--- src/design/ctsr_regs.vh ---
// register offsets, field positions and reset values of the collision,
// transmit length, bit rate and converter result register group
// assumes: included by the register bank, word index = printed offset
`ifndef CTSR_REGS_VH
`define CTSR_REGS_VH
`define CTSR_IDX_COLL 8'h1c
`define CTSR_IDX_TXU 8'h1d
`define CTSR_IDX_TXL 8'h1e
`define CTSR_IDX_RATE 8'h1f
`define CTSR_IDX_ADC 8'h20
`define CTSR_IDX_IRQ_STAT 8'h30
`define CTSR_IDX_IRQ_MASK 8'h31
`define CTSR_IDX_CTRL 8'h32
`define CTSR_RST_VAL 8'h00
`define CTSR_MAX_TX_BYTES 13'h1fff
`define CTSR_ANTICOLL_MAX_BYTES 4'h9
`define CTSR_IRQ_COLL 0
`define CTSR_IRQ_PAR 1
`define CTSR_IRQ_RATE 2
`define CTSR_IRQ_ADC 3
`endif

--- src/design/ctsr_bank.v ---
// collision / transmit length / bit rate / converter result register bank
// plus local interrupt status, mask and control words above the readouts
// assumes: avalon-mm slave on word addresses, events from the framing
// logic arrive as one-cycle pulses on the same clock
//
// Contract
// collision byte count in bits 7:4
// collision bit count in bits 3:1
// parity collision flag, first collision only
// longer message collision leaves readout unchanged
// readouts clear at reset and restore defaults
// software writes 13-bit count split over 1dh/1eh
// byte count limited to 8191
// bits 2:0 of 1eh are split bits
// split anticollision frame sent without parity; code also requires iso_a (ctrl bit 1) set
// transmit length registers clear on defaults
// detected bit rate code in bits 7:4
// parity irq on wupa with anticollision split; code also requires card_idle high
// last converter result readable at 20h
// low four bits of rate readout read zero
//
// Added by the designer: the Avalon-MM register port.
`timescale 1ns/1ps
`include "ctsr_regs.vh"
module ctsr_bank (
  input wire clock, // 20 mhz clock
  input wire rst, // synchronous reset, active high
  input wire set_default, // restore-defaults command pulse
  input wire [7:0] avs_address, // word address
  input wire avs_read, // read request
  input wire avs_write, // write request
  input wire [31:0] avs_writedata, // write data
  input wire [3:0] avs_byteenable, // byte enables
  output reg [31:0] avs_readdata, // read data
  output wire avs_waitrequest, // wait request
  input wire coll_evt, // collision detected pulse
  input wire [3:0] coll_bytes, // full bytes before collision
  input wire [2:0] coll_bits, // bits before collision in byte
  input wire coll_in_parity, // collision hit a parity bit
  input wire coll_frame_long, // message beyond anticollision range
  input wire rate_evt, // bit rate recognised pulse
  input wire [3:0] rate_code, // recognised bit rate code
  input wire adc_evt, // conversion done pulse
  input wire [7:0] adc_value, // conversion result
  input wire wupa_cmd, // wupa command issued pulse
  input wire card_idle, // card in idle state
  output reg [12:0] tx_byte_count, // full bytes to send
  output reg [2:0] tx_split_bits, // bits of trailing split byte
  output reg tx_no_parity, // send without parity generation
  output wire parity_err_evt, // parity error event
  output wire irq // level interrupt
);
  reg [7:0] coll_q;
  reg [7:0] coll_d;
  reg coll_seen_q;
  reg coll_seen_d;
  reg [7:0] txu_q;
  reg [7:0] txu_d;
  reg [7:0] txl_q;
  reg [7:0] txl_d;
  reg [3:0] rate_q;
  reg [3:0] rate_d;
  reg [7:0] adc_q;
  reg [7:0] adc_d;
  reg [3:0] stat_q;
  reg [3:0] stat_d;
  reg [3:0] mask_q;
  reg [3:0] mask_d;
  reg [1:0] ctrl_q;
  reg [1:0] ctrl_d;
  reg ack_q;
  reg ack_d;
  reg [31:0] rd_d;
  reg [12:0] tx_count_d;
  reg [2:0] tx_split_d;
  reg tx_no_par_d;
  wire anticoll;
  wire iso_a;
  wire req;
  wire wr_en;
  wire rd_start;
  wire clr;
  wire hit_coll;
  wire hit_txu;
  wire hit_txl;
  wire hit_rate;
  wire hit_adc;
  wire hit_stat;
  wire hit_mask;
  wire hit_ctrl;
  wire wr_txu;
  wire wr_txl;
  wire wr_stat;
  wire wr_mask;
  wire wr_ctrl;
  wire coll_take;
  wire split_nonzero;
  wire [3:0] evt;

  // ------------------------------------------------------------
  // bus handshake
  // ------------------------------------------------------------
  // one wait cycle: a request is answered at its second edge, where a
  // write lands and the read data captured at the first edge stand
  assign req = avs_read | avs_write;
  assign avs_waitrequest = req & ~ack_q;
  assign rd_start = avs_read & ~ack_q;
  assign wr_en = avs_write & ack_q & avs_byteenable[0];
  assign clr = rst | set_default;
  assign anticoll = ctrl_q[0];
  assign iso_a = ctrl_q[1];

  always @* begin
    ack_d = req & ~ack_q;
  end

  always @(posedge clock) begin
    if (rst)
      ack_q <= 1'b0;
    else
      ack_q <= ack_d;
  end

  // ------------------------------------------------------------
  // address decode
  // ------------------------------------------------------------
  assign hit_coll = (avs_address == `CTSR_IDX_COLL);
  assign hit_txu = (avs_address == `CTSR_IDX_TXU);
  assign hit_txl = (avs_address == `CTSR_IDX_TXL);
  assign hit_rate = (avs_address == `CTSR_IDX_RATE);
  assign hit_adc = (avs_address == `CTSR_IDX_ADC);
  assign hit_stat = (avs_address == `CTSR_IDX_IRQ_STAT);
  assign hit_mask = (avs_address == `CTSR_IDX_IRQ_MASK);
  assign hit_ctrl = (avs_address == `CTSR_IDX_CTRL);
  // read-only and unmapped words swallow writes
  assign wr_txu = wr_en & hit_txu;
  assign wr_txl = wr_en & hit_txl;
  assign wr_stat = wr_en & hit_stat;
  assign wr_mask = wr_en & hit_mask;
  assign wr_ctrl = wr_en & hit_ctrl;

  // ------------------------------------------------------------
  // collision readout
  // ------------------------------------------------------------
  // a collision in a frame beyond the anticollision range leaves the
  // readout and the first-collision memory alone
  assign coll_take = coll_evt & ~coll_frame_long;

  always @* begin
    coll_d = coll_q;
    coll_seen_d = coll_seen_q;
    if (coll_take) begin
      coll_seen_d = 1'b1;
      coll_d[7:4] = coll_bytes;
      coll_d[3:1] = coll_bits;
      coll_d[0] = coll_in_parity & ~coll_seen_q;
    end
  end

  always @(posedge clock) begin
    if (clr) begin
      coll_q <= `CTSR_RST_VAL;
      coll_seen_q <= 1'b0;
    end else begin
      coll_q <= coll_d;
      coll_seen_q <= coll_seen_d;
    end
  end

  // ------------------------------------------------------------
  // transmit length
  // ------------------------------------------------------------
  always @* begin
    txu_d = txu_q;
    txl_d = txl_q;
    if (wr_txu)
      txu_d = avs_writedata[7:0];
    if (wr_txl)
      txl_d = avs_writedata[7:0];
  end

  always @(posedge clock) begin
    if (clr) begin
      txu_q <= `CTSR_RST_VAL;
      txl_q <= `CTSR_RST_VAL;
    end else begin
      txu_q <= txu_d;
      txl_q <= txl_d;
    end
  end

  // the framing logic sees the length one cycle after the registers;
  // thirteen bits cannot express more than 8191 bytes
  assign split_nonzero = (txl_q[2:0] != 3'h0);

  always @* begin
    tx_count_d = {txu_q, txl_q[7:3]} & `CTSR_MAX_TX_BYTES;
    tx_split_d = txl_q[2:0];
    tx_no_par_d = iso_a & anticoll & split_nonzero;
  end

  always @(posedge clock) begin
    if (rst) begin
      tx_byte_count <= 13'h0;
      tx_split_bits <= 3'h0;
      tx_no_parity <= 1'b0;
    end else begin
      tx_byte_count <= tx_count_d;
      tx_split_bits <= tx_split_d;
      tx_no_parity <= tx_no_par_d;
    end
  end

  // judged on the split count the framing logic is using
  assign parity_err_evt = wupa_cmd & anticoll & card_idle
    & (tx_split_bits != 3'h0);

  // ------------------------------------------------------------
  // rate and converter readouts
  // ------------------------------------------------------------
  always @* begin
    rate_d = rate_q;
    adc_d = adc_q;
    if (rate_evt)
      rate_d = rate_code;
    if (adc_evt)
      adc_d = adc_value;
  end

  always @(posedge clock) begin
    if (clr) begin
      rate_q <= 4'h0;
      adc_q <= `CTSR_RST_VAL;
    end else begin
      rate_q <= rate_d;
      adc_q <= adc_d;
    end
  end

  // ------------------------------------------------------------
  // interrupts and control
  // ------------------------------------------------------------
  assign evt[`CTSR_IRQ_COLL] = coll_take;
  assign evt[`CTSR_IRQ_PAR] = parity_err_evt;
  assign evt[`CTSR_IRQ_RATE] = rate_evt;
  assign evt[`CTSR_IRQ_ADC] = adc_evt;
  assign irq = |(stat_q & mask_q);

  // a new event wins over a write-one clear in the same cycle
  always @* begin
    stat_d = stat_q | evt;
    mask_d = mask_q;
    ctrl_d = ctrl_q;
    if (wr_stat)
      stat_d = (stat_q & ~avs_writedata[3:0]) | evt;
    if (wr_mask)
      mask_d = avs_writedata[3:0];
    if (wr_ctrl)
      ctrl_d = avs_writedata[1:0];
  end

  // status, mask and control survive the restore-defaults command
  always @(posedge clock) begin
    if (rst) begin
      stat_q <= 4'h0;
      mask_q <= 4'h0;
      ctrl_q <= 2'h0;
    end else begin
      stat_q <= stat_d;
      mask_q <= mask_d;
      ctrl_q <= ctrl_d;
    end
  end

  // ------------------------------------------------------------
  // read data
  // ------------------------------------------------------------
  // unmapped words read zero; so does the rate readout's low nibble
  always @* begin
    rd_d = 32'h0;
    if (hit_coll)
      rd_d = {24'h0, coll_q};
    if (hit_txu)
      rd_d = {24'h0, txu_q};
    if (hit_txl)
      rd_d = {24'h0, txl_q};
    if (hit_rate)
      rd_d = {24'h0, rate_q, 4'h0};
    if (hit_adc)
      rd_d = {24'h0, adc_q};
    if (hit_stat)
      rd_d = {28'h0, stat_q};
    if (hit_mask)
      rd_d = {28'h0, mask_q};
    if (hit_ctrl)
      rd_d = {30'h0, ctrl_q};
  end

  always @(posedge clock) begin
    if (rst)
      avs_readdata <= 32'h0;
    else if (rd_start)
      avs_readdata <= rd_d;
  end
endmodule

--- config.mk ---
export PLATFORM = sky130hd
export DESIGN_NAME = ctsr_bank
export DESIGN_NICKNAME = d
export VERILOG_FILES = /design/src/design/ctsr_bank.v
export VERILOG_INCLUDE_DIRS = /design/src /design/src/design
export SDC_FILE = /design/constraint.sdc
export NUM_CORES = 1
export LEC_CHECK = 0
export ABC_CLOCK_PERIOD_IN_PS = 3800
export BUFFER_PORTS_ARGS = -buffer_cell sky130_fd_sc_hd__buf_2
export CAP_MARGIN = 40
export CORE_ASPECT_RATIO = 1.5
export CORE_MARGIN = 5
export CORE_UTILIZATION = 52
export DETAILED_ROUTE_END_ITERATION = 10
export PLACE_DENSITY = 0.91
export REMOVE_ABC_BUFFERS = 1
export SKIP_CTS_REPAIR_TIMING = 1
export SLEW_MARGIN = 20
export SYNTH_ARGS = -nofsm -noshare
export SYNTH_HDL_FRONTEND = slang
export SYNTH_SLANG_ARGS = --single-unit
--- constraint.sdc ---
create_clock -name clock -period 3.8 [get_ports clock]
set_clock_uncertainty 0.2 [all_clocks]
set_input_delay 0.76 -clock clock [delete_from_list [all_inputs] [get_ports clock]]
set_output_delay 0.76 -clock clock [all_outputs]
set_load 0.02 [all_outputs]
==> results of run 1 <==
-- worst reg2reg max path: cells and delay by family (launching register included) --
kind	cells	cell delay, ns
flip-flops	1	0.41
multiplexers	1	0.28
AND/OR/NAND/NOR	3	0.86
-- worst min path at each step --
| stage | slack [ns] | start | cells past startpoint | to |
|---|---|---|---|---|
| 6_report | 0.26 | coll_q[5]$_SDFFE_PP0P_ | 2 | coll_q[5]$_SDFFE_PP0P_ |
| 5_1_grt | 0.28 | coll_q[3]$_SDFFE_PP0P_ | 2 | coll_q[3]$_SDFFE_PP0P_ |
| 4_1_cts | 0.26 | coll_q[5]$_SDFFE_PP0P_ | 2 | coll_q[5]$_SDFFE_PP0P_ |
| 3_5_place_dp | 0.25 | coll_q[5]$_SDFFE_PP0P_ | 2 | coll_q[5]$_SDFFE_PP0P_ |
| 3_3_place_gp | 0.24 | coll_seen_q$_SDFFE_PP0P_ | 2 | coll_seen_q$_SDFFE_PP0P_ |
| 2_1_floorplan | 0.22 | ctrl_q[1]$_SDFFE_PP0P_ | 2 | tx_no_parity$_SDFF_PP0_ |
-- registers in the layout, indices dropped and copies added, names as in the netlist --
register and cells:
ctrl_q 2, txl_q 8, tx_no_parity 1, rate_q 4, avs_readdata 8, tx_split_bits 3, adc_q 8, mask_q 4
stat_q 4, coll_seen_q 1, tx_byte_count 13, txu_q 8, coll_q 8, ack_q 1
-- report_power, final --
| group | internal, W | switching, W |
|---|---|---|
| sequential | 0.000776 | 0.00000749 |
| combinational | 0.0000462 | 0.0000904 |
| clock | 0.000252 | 0.000281 |
| total | 0.00107 | 0.000378 |
-- cells by family (layout without fill, tap and decap cells) --
family	count (synthesis)	after routing	share of synthesized area
flip-flops	73	73	0.453
AND/OR/NAND/NOR	132	132	0.210
other	1	24	0.00116
buffers and inverters	43	93	0.0868
multiplexers	46	46	0.159
AO/OA/AOI/OAI	43	43	0.0903
-- through the flow --
step	cells	hold WS (ns)	worst slack, ns	cell area [um^2]
5_1_grt	485	0.285	1.37	3690
4_1_cts	485	0.262	1.49	3690
6_report	485	0.264	1.48	3690
3_5_place_dp	469	0.252	1.13	3510
3_3_place_gp	469	0.241	1.18	3510
2_1_floorplan	319	0.223	1.57	3040
-- metal layers --
metal,share of wire,vias to the layer above
met5,0,-
met4,0.048,0
met3,0.058,27
met2,0.54,93
met1,0.36,1222
li1,-,1247
-- final cells by class --
cell class	instances	area, um^2	area share
clock buffers	11	141	0.0383
flip-flops and latches	73	1460	0.396
repair buffers	76	383	0.104
clock inverters	5	31.3	0.00848
multi-input cells	245	1570	0.427
inverters	1	3.75	0.00102
well taps	74	92.6	0.0251
-- layout by cell type (no fill, tap or decap), types with 2 or more instances in the layout --
| cell | netlist | routed |
|---|---|---|
| sky130_fd_sc_hd__o22ai_1 | 4 | 4 |
| sky130_fd_sc_hd__nand2_1 | 30 | 30 |
| sky130_fd_sc_hd__nor2b_1 | 21 | 21 |
| sky130_fd_sc_hd__nand3_2 | 2 | 2 |
| sky130_fd_sc_hd__o211a_1 | 2 | 2 |
| sky130_fd_sc_hd__o21ai_1 | 2 | 2 |
| sky130_fd_sc_hd__or3b_1 | 2 | 2 |
| sky130_fd_sc_hd__or2_2 | 2 | 2 |
| sky130_fd_sc_hd__a21oi_1 | 16 | 16 |
| sky130_fd_sc_hd__dfxtp_1 | 73 | 73 |
| sky130_fd_sc_hd__conb_1 | 1 | 24 |
| sky130_fd_sc_hd__nand2b_1 | 3 | 3 |
| sky130_fd_sc_hd__mux2i_1 | 40 | 40 |
| sky130_fd_sc_hd__nor2_1 | 53 | 53 |
| sky130_fd_sc_hd__a22oi_1 | 5 | 5 |
| sky130_fd_sc_hd__o2bb2ai_1 | 3 | 3 |
| sky130_fd_sc_hd__a22o_1 | 4 | 4 |
| sky130_fd_sc_hd__buf_2 | 4 | 75 |
| sky130_fd_sc_hd__mux2_2 | 2 | 2 |
| sky130_fd_sc_hd__and3_1 | 2 | 2 |
| sky130_fd_sc_hd__nand3_1 | 3 | 3 |
| sky130_fd_sc_hd__clkbuf_8 | 0 | 10 |
| sky130_fd_sc_hd__nor3_1 | 6 | 6 |
| sky130_fd_sc_hd__nor3_4 | 2 | 2 |
| sky130_fd_sc_hd__a32o_1 | 3 | 3 |
| sky130_fd_sc_hd__mux4_2 | 4 | 4 |
| sky130_fd_sc_hd__clkinv_2 | 0 | 3 |
==> Implementation_results.wiki, run 1 <==
{| class="wikitable"
! Metric !! Value
|-
| Result of the run || complete, no violations
|-
| Global-route wire length before repair || 12400 um
|-
| Data required, critical path || 3.82 ns
|-
| Total stage count of the critical path || 5
|-
| PortBufs || 75
|-
| RSZ-0062 raised after global routing || no
|-
| TritonCTS buffer count || 9
|-
| Clock tree root buffer cell || sky130_fd_sc_hd__clkbuf_8
|-
| Number of enable-type register cells in the synthesized netlist || 0
|-
| Number of optimization iterations in the first detailed-route pass || 4
|-
| Peak supply drop || between 0.0002 and 0.00025 V
|-
| Critical Path Max Stage Delay || 0.60 ns
|-
| Count leader, synth || sky130_fd_sc_hd__dfxtp_1
|-
| CP top delay family || simple AND/OR/NAND/NOR gates
|-
| Top Usage Layer GRT || met2
|-
| Global-route met3 utilization || 0.0416
|-
| Worst-margin pin slew || 0.724 ns
|-
| Number of max-capacitance violations reported || 0
|-
| Launching element of the worst setup path || avs_address[0]
|-
| Period utilisation layout || 0.610
|-
| Clk Latency, worst-skew pair || 0.36 ns
|-
| Number of nets with antenna violations after routing || 0
|-
| Clock tree buffer depth || 2
|-
| Slack of the worst reg-to-reg path || 1.91 ns
|-
| Pin count of the biggest net entering global routing || 38
|-
| Weighted congestion reported at the end of routability-driven placement || 0.841
|-
| Placeable core region || around 0.006 mm^2
|-
| Cell variety after synth || 41
|-
| Average detailed-routed wire length per instance || about 16 um
|-
| Clock sink count || 73
|-
| Final setup fails || 0
|-
| Number of cell rows || 35
|-
| Aggregate global routing overflow || 0
|-
| Worst path buffer plus inverter count || 1
|-
| Final core occ || 0.606
|-
| Overall die width || between 70 and 80 um
|-
| Number of diodes || 0
|-
| Async set-or-reset flop fraction in the synthesized netlist || 0
|-
| Capture point of the worst reg-to-reg path || txu_q[1]$_SDFFE_PP0P_
|-
| Via count of the first global-routing pass || 2620
|-
| Yosys warns || 0
|-
| Instance count of the mapped netlist || 338
|-
| Netlist area before placement || 0.00323 mm^2
|-
| Via density per instance || 5.34
|-
| Initial Utilization || 0.531
|-
| I/O pins || 127
|-
| Portion of synthesized cell area occupied by the leading cell type || 0.453
|-
| Startpoint of the lowest-slack register-to-register path || ack_q$_SDFF_PP0_
|-
| Final total power || 0.00145 W
|-
| Worst max-slew margin expressed relative to the limit || 0.516
|-
| Clock tree from TritonCTS || built
|-
| Crit path kind || primary input to register
|-
| Final hold viol count || 0
|-
| Routed via count || 2589
|-
| Max Fanout on Critical Path || 20
|-
| Synth area leader || sky130_fd_sc_hd__dfxtp_1
|-
| CP Capture Point || txu_q[1]$_SDFFE_PP0P_
|-
| Total Die Area || 0.00792 mm^2
|-
| Synthesized flop and latch total || between 70 and 80
|-
| Area added between synthesis and finish || 14.2%
|-
| Final number of max-transition violations || 0
|-
| Count of fill cells added during filler insertion || 506
|-
| Drc violations || 0
|-
| Mapped Avg Cell Area || 9.55 um^2
|-
| Setup TNS || 0 ns
|-
| H-tree lvl count || 3
|-
| DRT Wirelength || 7780 um
|-
| Sequential area share after synthesis || 0.453
|-
| GRT met2 Usage || 0.360
|-
| Half-perimeter wire length after placement || about 5800 um
|-
| Most common library cells after synthesis || sky130_fd_sc_hd__dfxtp_1, sky130_fd_sc_hd__nor2_1, sky130_fd_sc_hd__mux2i_1
|-
| Net count reported at finish || 481
|-
| Critical Path End Type || register
|-
| Crit path max-delay cell type || sky130_fd_sc_hd__nor3_4
|-
| Crit start category || primary input
|-
| Share of post-route cells with drive strength above 1 || 0.260
|-
| Overall track demand over capacity in global routing || 0.208
|-
| Number of cells on the worst reg-to-reg path || 4
|-
| Clock transition time at the flip-flop clock pins of the worst setup and hold paths || 0.08 ns
|-
| Arrival time worst endpoint || 2.34 ns
|-
| Leakage || 1.64 nW
|-
| Hold crit path type || register to register
|-
| Pwr dens || approximately 390 mW/mm^2
|-
| Top cells by area in the synthesized netlist || sky130_fd_sc_hd__dfxtp_1, sky130_fd_sc_hd__mux2i_1, sky130_fd_sc_hd__nor2_1, sky130_fd_sc_hd__buf_4, sky130_fd_sc_hd__nor2b_1
|-
| Flip-flop cell with the highest count after synthesis || sky130_fd_sc_hd__dfxtp_1
|-
| Vertical extent of the die || 107 um
|-
| Drt initial violations || 240
|-
| Min Tclk post-route || around 2.3 ns
|-
| Number of antenna violations at the first check in global routing || 0
|-
| Met1 GRT Util || 0.221
|-
| Sequence of cells on the critical path || buf_2 > nand2b_1 > nor3_4 > mux2i_1 > nor2_1
|-
| Highest clock rate || 0.431 GHz
|}
No activity file was read; power rests on OpenSTA's default activity.
==> inputs of run 2 (changes only) <==
--- a/config.mk
+++ b/config.mk
@@ -6,14 +6,14 @@
 export SDC_FILE = /design/constraint.sdc
 export NUM_CORES = 1
 export LEC_CHECK = 0
-export ABC_CLOCK_PERIOD_IN_PS = 3800
+export ABC_CLOCK_PERIOD_IN_PS = 2400
 export BUFFER_PORTS_ARGS = -buffer_cell sky130_fd_sc_hd__buf_2
 export CAP_MARGIN = 40
 export CORE_ASPECT_RATIO = 1.5
 export CORE_MARGIN = 5
-export CORE_UTILIZATION = 52
+export CORE_UTILIZATION = 48
 export DETAILED_ROUTE_END_ITERATION = 10
-export PLACE_DENSITY = 0.91
+export PLACE_DENSITY = 0.85
 export REMOVE_ABC_BUFFERS = 1
 export SKIP_CTS_REPAIR_TIMING = 1
 export SLEW_MARGIN = 20
==> constraint.sdc (replaced) <==
create_clock -name clock -period 2.4 [get_ports clock]
set_clock_uncertainty 0.2 [all_clocks]
set_input_delay 0.48 -clock clock [delete_from_list [all_inputs] [get_ports clock]]
set_output_delay 0.48 -clock clock [all_outputs]
set_load 0.02 [all_outputs]
==> run 2 against run 1 <==
  * Routed wire length fell by 0.30%
  * Sequential share of layout area fell by 0.43 points
  * Hold slack got worse by 0.098 ns
  * Non-clock buffer count rose by 3
  * Setup slack got worse by 1.0 ns
  * Sequential power rose by 58%
  * Cell area rose by 1.1%
  * Final cell count rose by 0.82%
  * First-iteration DRC count fell by 23%
  * Largest power group unchanged
  * Highest routed layer unchanged
==> Implementation_results.wiki, run 2 (synthesis gave the netlist of run 1 again) <==
{| class="wikitable"
! Metric !! Value
|-
| Top library cells by usage in the layout, fill and taps aside || sky130_fd_sc_hd__buf_2, sky130_fd_sc_hd__dfxtp_1, sky130_fd_sc_hd__nor2_1, sky130_fd_sc_hd__mux2i_1, sky130_fd_sc_hd__nand2_1
|-
| Number of cell rows || 36 (+2.9%)
|-
| Routed via count || 2568 (-0.81%)
|-
| Number of nets with antenna violations after routing || 0 (unchanged)
|-
| Drc violations || 0 (unchanged)
|-
| Number of antenna violations at the first check in global routing || 0 (unchanged)
|-
| Area added between synthesis and finish || 15.4%
|-
| Biggest register || tx_byte_count
|-
| Min Tclk post-route || 1.93 ns
|-
| I/O pins || 127 (unchanged)
|-
| Share of post-route cells with drive strength above 1 || 0.259 (-0.00126)
|-
| Clock tree from TritonCTS || built
|-
| Met1 GRT Util || 0.187 (-0.0347)
|-
| Slack of the worst reg-to-reg path || 0.67 ns (-1.24 ns)
|-
| RSZ-0062 raised after global routing || no
|-
| Net count reported at finish || 484 (+0.62%)
|-
| Via density per instance || 5.25 (-1.6%)
|-
| Worst-margin pin slew || 0.693 ns (-0.0311 ns)
|-
| Result of the run || complete, no violations
|-
| Via count of the first global-routing pass || 2702 (+3.1%)
|-
| Number of max-capacitance violations reported || 0 (unchanged)
|-
| Final hold viol count || 0 (unchanged)
|-
| HP Start || rate_code[2]
|-
| Number of flip-flops under the largest register name || 13 (unchanged)
|-
| Area of the multi-input gates || 0.00157 mm^2 (unchanged)
|-
| Peak supply drop || 0.000370 V (+75%)
|-
| GRT met2 Usage || 0.331 (-0.0292)
|-
| Sequence of cells on the critical path || buf_2 > or3b_1 > nor4_2 > nand2_1 > a21oi_1 > nor2_1
|-
| Placeable core region || 0.00653 mm^2 (+7.3%)
|-
| Pwr dens || 641 mW/mm^2 (+63%)
|-
| Final number of max-transition violations || 0 (unchanged)
|-
| Crit path kind || primary input to register
|-
| Vertical extent of the die || 110 um (+3.7%)
|-
| Final setup fails || 0 (unchanged)
|-
| Slack of the critical path || 0.469 ns (-1.01 ns)
|-
| Count of fill cells added during filler insertion || 579 (+14%)
|-
| Worst max-slew margin expressed relative to the limit || 0.538 (+0.0217)
|-
| Total Die Area || 0.00850 mm^2 (+7.4%)
|-
| Top Usage Layer GRT || met2
|-
| Weighted congestion reported at the end of routability-driven placement || 0.916 (+8.8%)
|-
| Overall die width || 77.0 um (+3.5%)
|-
| Setup TNS || 0 ns (unchanged)
|-
| Crit start category || primary input
|-
| Pin count of the biggest net entering global routing || 38 (unchanged)
|-
| Arrival time worst endpoint || 1.96 ns (-0.38 ns)
|-
| Max Fanout on Critical Path || 6 (-70%)
|-
| Initial Utilization || 0.494 (-0.0361)
|-
| TritonCTS buffer count || 9 (unchanged)
|-
| Hold crit path type || primary input to register
|-
| Number of optimization iterations in the first detailed-route pass || 4 (unchanged)
|-
| H-tree lvl count || 3 (unchanged)
|-
| Global-route met3 utilization || 0.0440 (+0.00235)
|-
| Worst path buffer plus inverter count || 1 (unchanged)
|-
| Overall track demand over capacity in global routing || 0.183 (-0.0249)
|-
| PortBufs || 75 (unchanged)
|-
| Clock transition time at the flip-flop clock pins of the worst setup and hold paths || 0.07 ns (about the same)
|-
| Leading cell type in the layout, fill and taps excluded || sky130_fd_sc_hd__buf_2
|-
| Aggregate global routing overflow || 0 (unchanged)
|-
| Area of all sequential standard cells || 0.00146 mm^2 (unchanged)
|-
| Leakage || 1.66 nW (+1.3%)
|-
| Crit path max-delay cell type || sky130_fd_sc_hd__nor4_2
|-
| Clock sink count || 73 (unchanged)
|-
| Clock tree root buffer cell || sky130_fd_sc_hd__clkbuf_8
|-
| Hold Path Depth || 3 (+1)
|-
| Period utilisation layout || 0.805
|-
| Highest clock rate || around 0.52 GHz
|-
| CP top delay family || simple AND/OR/NAND/NOR gates
|-
| Setup Slack @ Placement || 0.156 ns (-0.973 ns)
|-
| Number of cells on the worst reg-to-reg path || 5 (+1)
|-
| Number of diodes || 0 (unchanged)
|-
| Drt initial violations || 185 (-23%)
|-
| Average detailed-routed wire length per instance || 15.9 um (-1.1%)
|-
| Global-route wire length before repair || 12400 um (+0.34%)
|-
| Startpoint of the lowest-slack register-to-register path || ack_q$_SDFF_PP0_
|-
| DRT Wirelength || 7750 um (-0.30%)
|-
| Clock tree buffer depth || 2 (unchanged)
|-
| Critical Path Max Stage Delay || 0.54 ns (-0.06 ns)
|-
| Data required, critical path || 2.43 ns (-1.39 ns)
|-
| Capture point of the worst reg-to-reg path || stat_q[1]$_SDFF_PP0_
|-
| End point of the worst hold path || rate_q[2]$_SDFFE_PP0P_
|-
| Critical Path End Type || register
|-
| Half-perimeter wire length after placement || 5920 um (+2.6%)
|-
| Clk Latency, worst-skew pair || 0.35 ns (about the same)
|}
run 2: area by class of cell:
cell class / count / share of cell area
clock inverter: 2 / 0.0104
timing repair buffer: 79 / 0.109
inverter: 1 / 0.00101
clock buffer: 13 / 0.0399
tap: 76 / 0.0255
multi-input combinational: 245 / 0.422
sequential: 73 / 0.392
run 2: worst max-delay path by stage:
stage                   startpoint                     end  slack (ns)  cells past startpoint
finish              avs_address[2]    stat_q[1]$_SDFF_PP0_        0.47                      6
global route        avs_address[2]    stat_q[1]$_SDFF_PP0_        0.39                      6
CTS                 avs_address[2]    stat_q[1]$_SDFF_PP0_        0.52                      6
detailed placement  avs_address[2]    stat_q[1]$_SDFF_PP0_        0.16                      6
global placement    avs_address[2]    stat_q[3]$_SDFF_PP0_        0.15                      6
floorplan           avs_address[2]  mask_q[0]$_SDFFE_PP0P_        0.45                      5
run 2: report_power, final:
group	total (W)	internal, W	switching, W
combinational	0.000217	0.0000743	0.000143
sequential	0.00124	0.00123	0.0000112
clock	0.000931	0.000506	0.000425
run 2: per-stage QoR:
step	cells	instance area [um^2]	hold WS (ns)	power (W)	util
2_1_floorplan	319	3040	0.223	0.00138	-
3_3_place_gp	474	3540	0.239	0.00148	0.542
3_5_place_dp	474	3540	0.251	0.00148	0.542
4_1_cts	489	3730	0.155	0.00240	0.571
5_1_grt	489	3730	0.171	0.00247	0.571
6_report	489	3730	0.166	0.00239	0.571
run 2: worst min-delay path, delay by kind of cell:
kind                   cells  cell delay, ns
AND/OR/NAND/NOR            1            0.07
multiplexers               1            0.05
buffers and inverters      1            0.08
run 2: metal layers:
metal  vias to the layer above  wire (um)
met4                         0        318
met1                      1194       2780
met2                        97       4200
met3                        24        459
met5                         -          0
li1                       1253          -
==> inputs of run 3 (changes only) <==
--- a/config.mk
+++ b/config.mk
@@ -6,7 +6,7 @@
 export SDC_FILE = /design/constraint.sdc
 export NUM_CORES = 1
 export LEC_CHECK = 0
-export ABC_CLOCK_PERIOD_IN_PS = 2400
+export ABC_CLOCK_PERIOD_IN_PS = 2000
 export BUFFER_PORTS_ARGS = -buffer_cell sky130_fd_sc_hd__buf_2
 export CAP_MARGIN = 40
 export CORE_ASPECT_RATIO = 1.5
==> constraint.sdc (replaced) <==
create_clock -name clock -period 2 [get_ports clock]
set_clock_uncertainty 0.2 [all_clocks]
set_input_delay 0.4 -clock clock [delete_from_list [all_inputs] [get_ports clock]]
set_output_delay 0.4 -clock clock [all_outputs]
set_load 0.02 [all_outputs]
==> run 3 against run 2 <==
  * Via count is 3.8% higher
  * Flip-flop and latch count stayed put
  * Sequential share of layout area is 1.7 points lower
  * Global-route usage is 0.91 points higher
  * Hold slack worse by 0.085 ns
  * Sequential power is 20% higher
  * Die area stayed put
  * Non-clock buffer count is 17 higher
  * First-iteration DRC count is 9.7% lower
  * Combinational power is 33% higher
  * Clock-buffer cell count stayed put
  * Setup slack worse by 0.23 ns
  * Largest cell class unchanged
==> Implementation_results.wiki, run 3 (synthesis gave the netlist of run 1 again) <==
{| class="wikitable"
! Metric !! Value
|-
| Number of diodes || 0 (unchanged)
|-
| Final core occ || 0.597 (+0.0266)
|-
| Leading cell type in the layout, fill and taps excluded || sky130_fd_sc_hd__buf_2
|-
| Via count of the first global-routing pass || 2831 (+4.8%)
|-
| Final setup fails || 0 (unchanged)
|-
| PortBufs || 75 (unchanged)
|-
| Crit path kind || register to output port
|-
| I/O pins || 127 (unchanged)
|-
| Initial Utilization || 0.494 (unchanged)
|-
| Vertical extent of the die || 110 um (unchanged)
|-
| End point of the worst hold path || adc_q[3]$_SDFFE_PP0P_
|-
| Power share of the sequential group || 0.508 (-0.011)
|-
| Clock sink count || 73 (unchanged)
|-
| Clock tree from TritonCTS || built
|-
| Hold crit path type || primary input to register
|-
| Area added between synthesis and finish || 20.8%
|-
| Min Tclk post-route || between 1.5 and 2 ns
|-
| Capture point of the worst reg-to-reg path || txu_q[6]$_SDFFE_PP0P_
|-
| Count of fill cells added during filler insertion || 552 (-4.7%)
|-
| Power Internal || 0.00222 W (+23%)
|-
| Weighted congestion reported at the end of routability-driven placement || 0.886 (-3.2%)
|-
| Number of antenna violations at the first check in global routing || 0 (unchanged)
|-
| Final hold viol count || 0 (unchanged)
|-
| Switching share of power || 0.242 (-0.000643)
|-
| Arrival time worst endpoint || 1.16 ns (-0.80 ns)
|-
| Slack of the critical path || 0.235 ns (-0.233 ns)
|-
| Final number of max-transition violations || 0 (unchanged)
|-
| Period utilisation layout || 0.882
|-
| Drc violations || 0 (unchanged)
|-
| Overall die width || 77.0 um (unchanged)
|-
| Number of max-capacitance violations reported || 0 (unchanged)
|-
| Number of cells on the worst reg-to-reg path || 5 (unchanged)
|-
| Net count reported at finish || 501 (+3.5%)
|-
| Average detailed-routed wire length per instance || 16.0 um (+0.94%)
|-
| Total Die Area || 0.00850 mm^2 (unchanged)
|-
| Number of cell rows || 36 (unchanged)
|-
| Highest clock rate || 0.567 GHz
|-
| Pin count of the biggest net entering global routing || 38 (unchanged)
|-
| Crit start category || register
|-
| RSZ-0062 raised after global routing || no
|-
| Top library cells by usage in the layout, fill and taps aside || sky130_fd_sc_hd__buf_2, sky130_fd_sc_hd__dfxtp_1, sky130_fd_sc_hd__nor2_1, sky130_fd_sc_hd__mux2i_1, sky130_fd_sc_hd__nand2_1
|-
| Clock network power share || 0.394 (+0.004)
|-
| Drt initial violations || 167 (-9.7%)
|-
| HP Start || adc_value[3]
|-
| Clock tree buffer depth || 2 (unchanged)
|-
| Max Fanout on Critical Path || 3 (-3)
|-
| Overall track demand over capacity in global routing || 0.193 (+0.00907)
|-
| Number of nets with antenna violations after routing || 0 (unchanged)
|-
| Routed via count || 2665 (+3.8%)
|-
| Clk Latency, worst-skew pair || 0.36 ns (about the same)
|-
| Via density per instance || 5.27 (+0.29%)
|-
| Startpoint of the lowest-slack register-to-register path || ack_q$_SDFF_PP0_
|-
| Slack of the worst reg-to-reg path || 0.29 ns (-0.38 ns)
|-
| Placeable core region || 0.00653 mm^2 (unchanged)
|-
| Peak supply drop || 0.000344 V (-6.9%)
|-
| TritonCTS buffer count || 9 (unchanged)
|-
| Psw || 0.000710 W (+23%)
|-
| Critical Path End Type || output port
|-
| Pwr dens || 752 mW/mm^2 (+17%)
|-
| Aggregate global routing overflow || 0 (unchanged)
|-
| Share of post-route cells with drive strength above 1 || 0.291 (+0.0316)
|-
| Clock tree root buffer cell || sky130_fd_sc_hd__clkbuf_8
|-
| Half-perimeter wire length after placement || 6280 um (+6.1%)
|-
| Combinational power share || 0.099 (+0.008)
|-
| Result of the run || complete, no violations
|-
| Setup Slack @ Placement || -0.0980 ns (-0.254 ns)
|-
| Leakage || 1.76 nW (+5.9%)
|-
| Min Hold Slack || 0.0805 ns (-0.0853 ns)
|-
| Number of flip-flops under the largest register name || 13 (unchanged)
|-
| Hold Path Depth || 3 (unchanged)
|-
| Critical Path Max Stage Delay || 0.35 ns (-0.19 ns)
|-
| Sequence of cells on the critical path || a22oi_1 > nand2_1 > buf_2
|-
| Data required, critical path || 1.40 ns (-1.03 ns)
|-
| Crit path max-delay cell type || sky130_fd_sc_hd__dfxtp_1
|-
| Global-route wire length before repair || 13000 um (+4.9%)
|-
| Number of optimization iterations in the first detailed-route pass || 5 (+1)
|-
| H-tree lvl count || 3 (unchanged)
|-
| DRT Wirelength || 8100 um (+4.5%)
|-
| Clock transition time at the flip-flop clock pins of the worst setup and hold paths || 0.07 ns (about the same)
|-
| Final total power || 0.00293 W (+23%)
|-
| Biggest register || tx_byte_count
|}
## run 3: cell count changes in the layout (fill, tap and decap cells not counted), sizes merged
| cell | before | now |
|---|---|---|
| buf | 79 | 96 |
| clkinv | 1 | 0 |
| clkinvlp | 0 | 1 |
## run 3: area by class of cell
class                      instances  area (um^2)  share of cell area
tap                               76         95.1              0.0244
clock buffer                      13          159              0.0407
multi-input combinational        245         1570               0.403
timing repair buffer              96          571               0.146
sequential                        73         1460               0.375
clock inverter                     2         37.5             0.00962
inverter                           1         3.75            0.000962
## run 3: worst max path at each step
| stage | start | to | slack (ns) | depth (start not counted) |
|---|---|---|---|---|
| 2_1_floorplan | avs_address[2] | mask_q[0]$_SDFFE_PP0P_ | 0.13 | 5 |
| 3_3_place_gp | avs_address[2] | mask_q[2]$_SDFFE_PP0P_ | -0.08 | 6 |
| 3_5_place_dp | avs_address[2] | mask_q[3]$_SDFFE_PP0P_ | -0.1 | 6 |
| 4_1_cts | tx_split_bits[1]$_SDFF_PP0_ | parity_err_evt | 0.22 | 3 |
| 5_1_grt | avs_address[2] | ctrl_q[0]$_SDFFE_PP0P_ | 0.13 | 6 |
| 6_report | stat_q[3]$_SDFF_PP0_ | irq | 0.24 | 3 |
## run 3: critical path, delay by kind of cell (launching register included)
kind                   cells  cell delay, ns
DFF                        1            0.35
AOI/OAI and AO/OA          1            0.22
and+or+nand+nor            1            0.08
buffers and inverters      1            0.16
## run 3: power by group through the flow
stage | Combinational [W] | Clock, W | Sequential, W
after floorplan | 0.000138 | 0 | 0.00152
after global placement | 0.000279 | 0 | 0.00152
after detailed placement | 0.000287 | 0 | 0.00152
after CTS | 0.000288 | 0.00117 | 0.00149
after global routing | 0.000314 | 0.00124 | 0.00149
final | 0.000289 | 0.00116 | 0.00149
## run 3: metrics by stage
step | TNS (ns) | std cells | area (um^2)
final | 0 | 506 | 3900
after global routing | 0 | 506 | 3900
after CTS | 0 | 506 | 3900
after detailed placement | -1.48 | 491 | 3700
after global placement | -0.707 | 491 | 3700
after floorplan | 0 | 319 | 3040
## run 3: per-layer routing
layer	track usage	vias to the layer above	routed length, um
met5	0	-	0
met4	0.122	0	390
met3	0.0570	35	512
met2	0.343	103	4370
met1	0.190	1240	2830
li1	-	1287	-
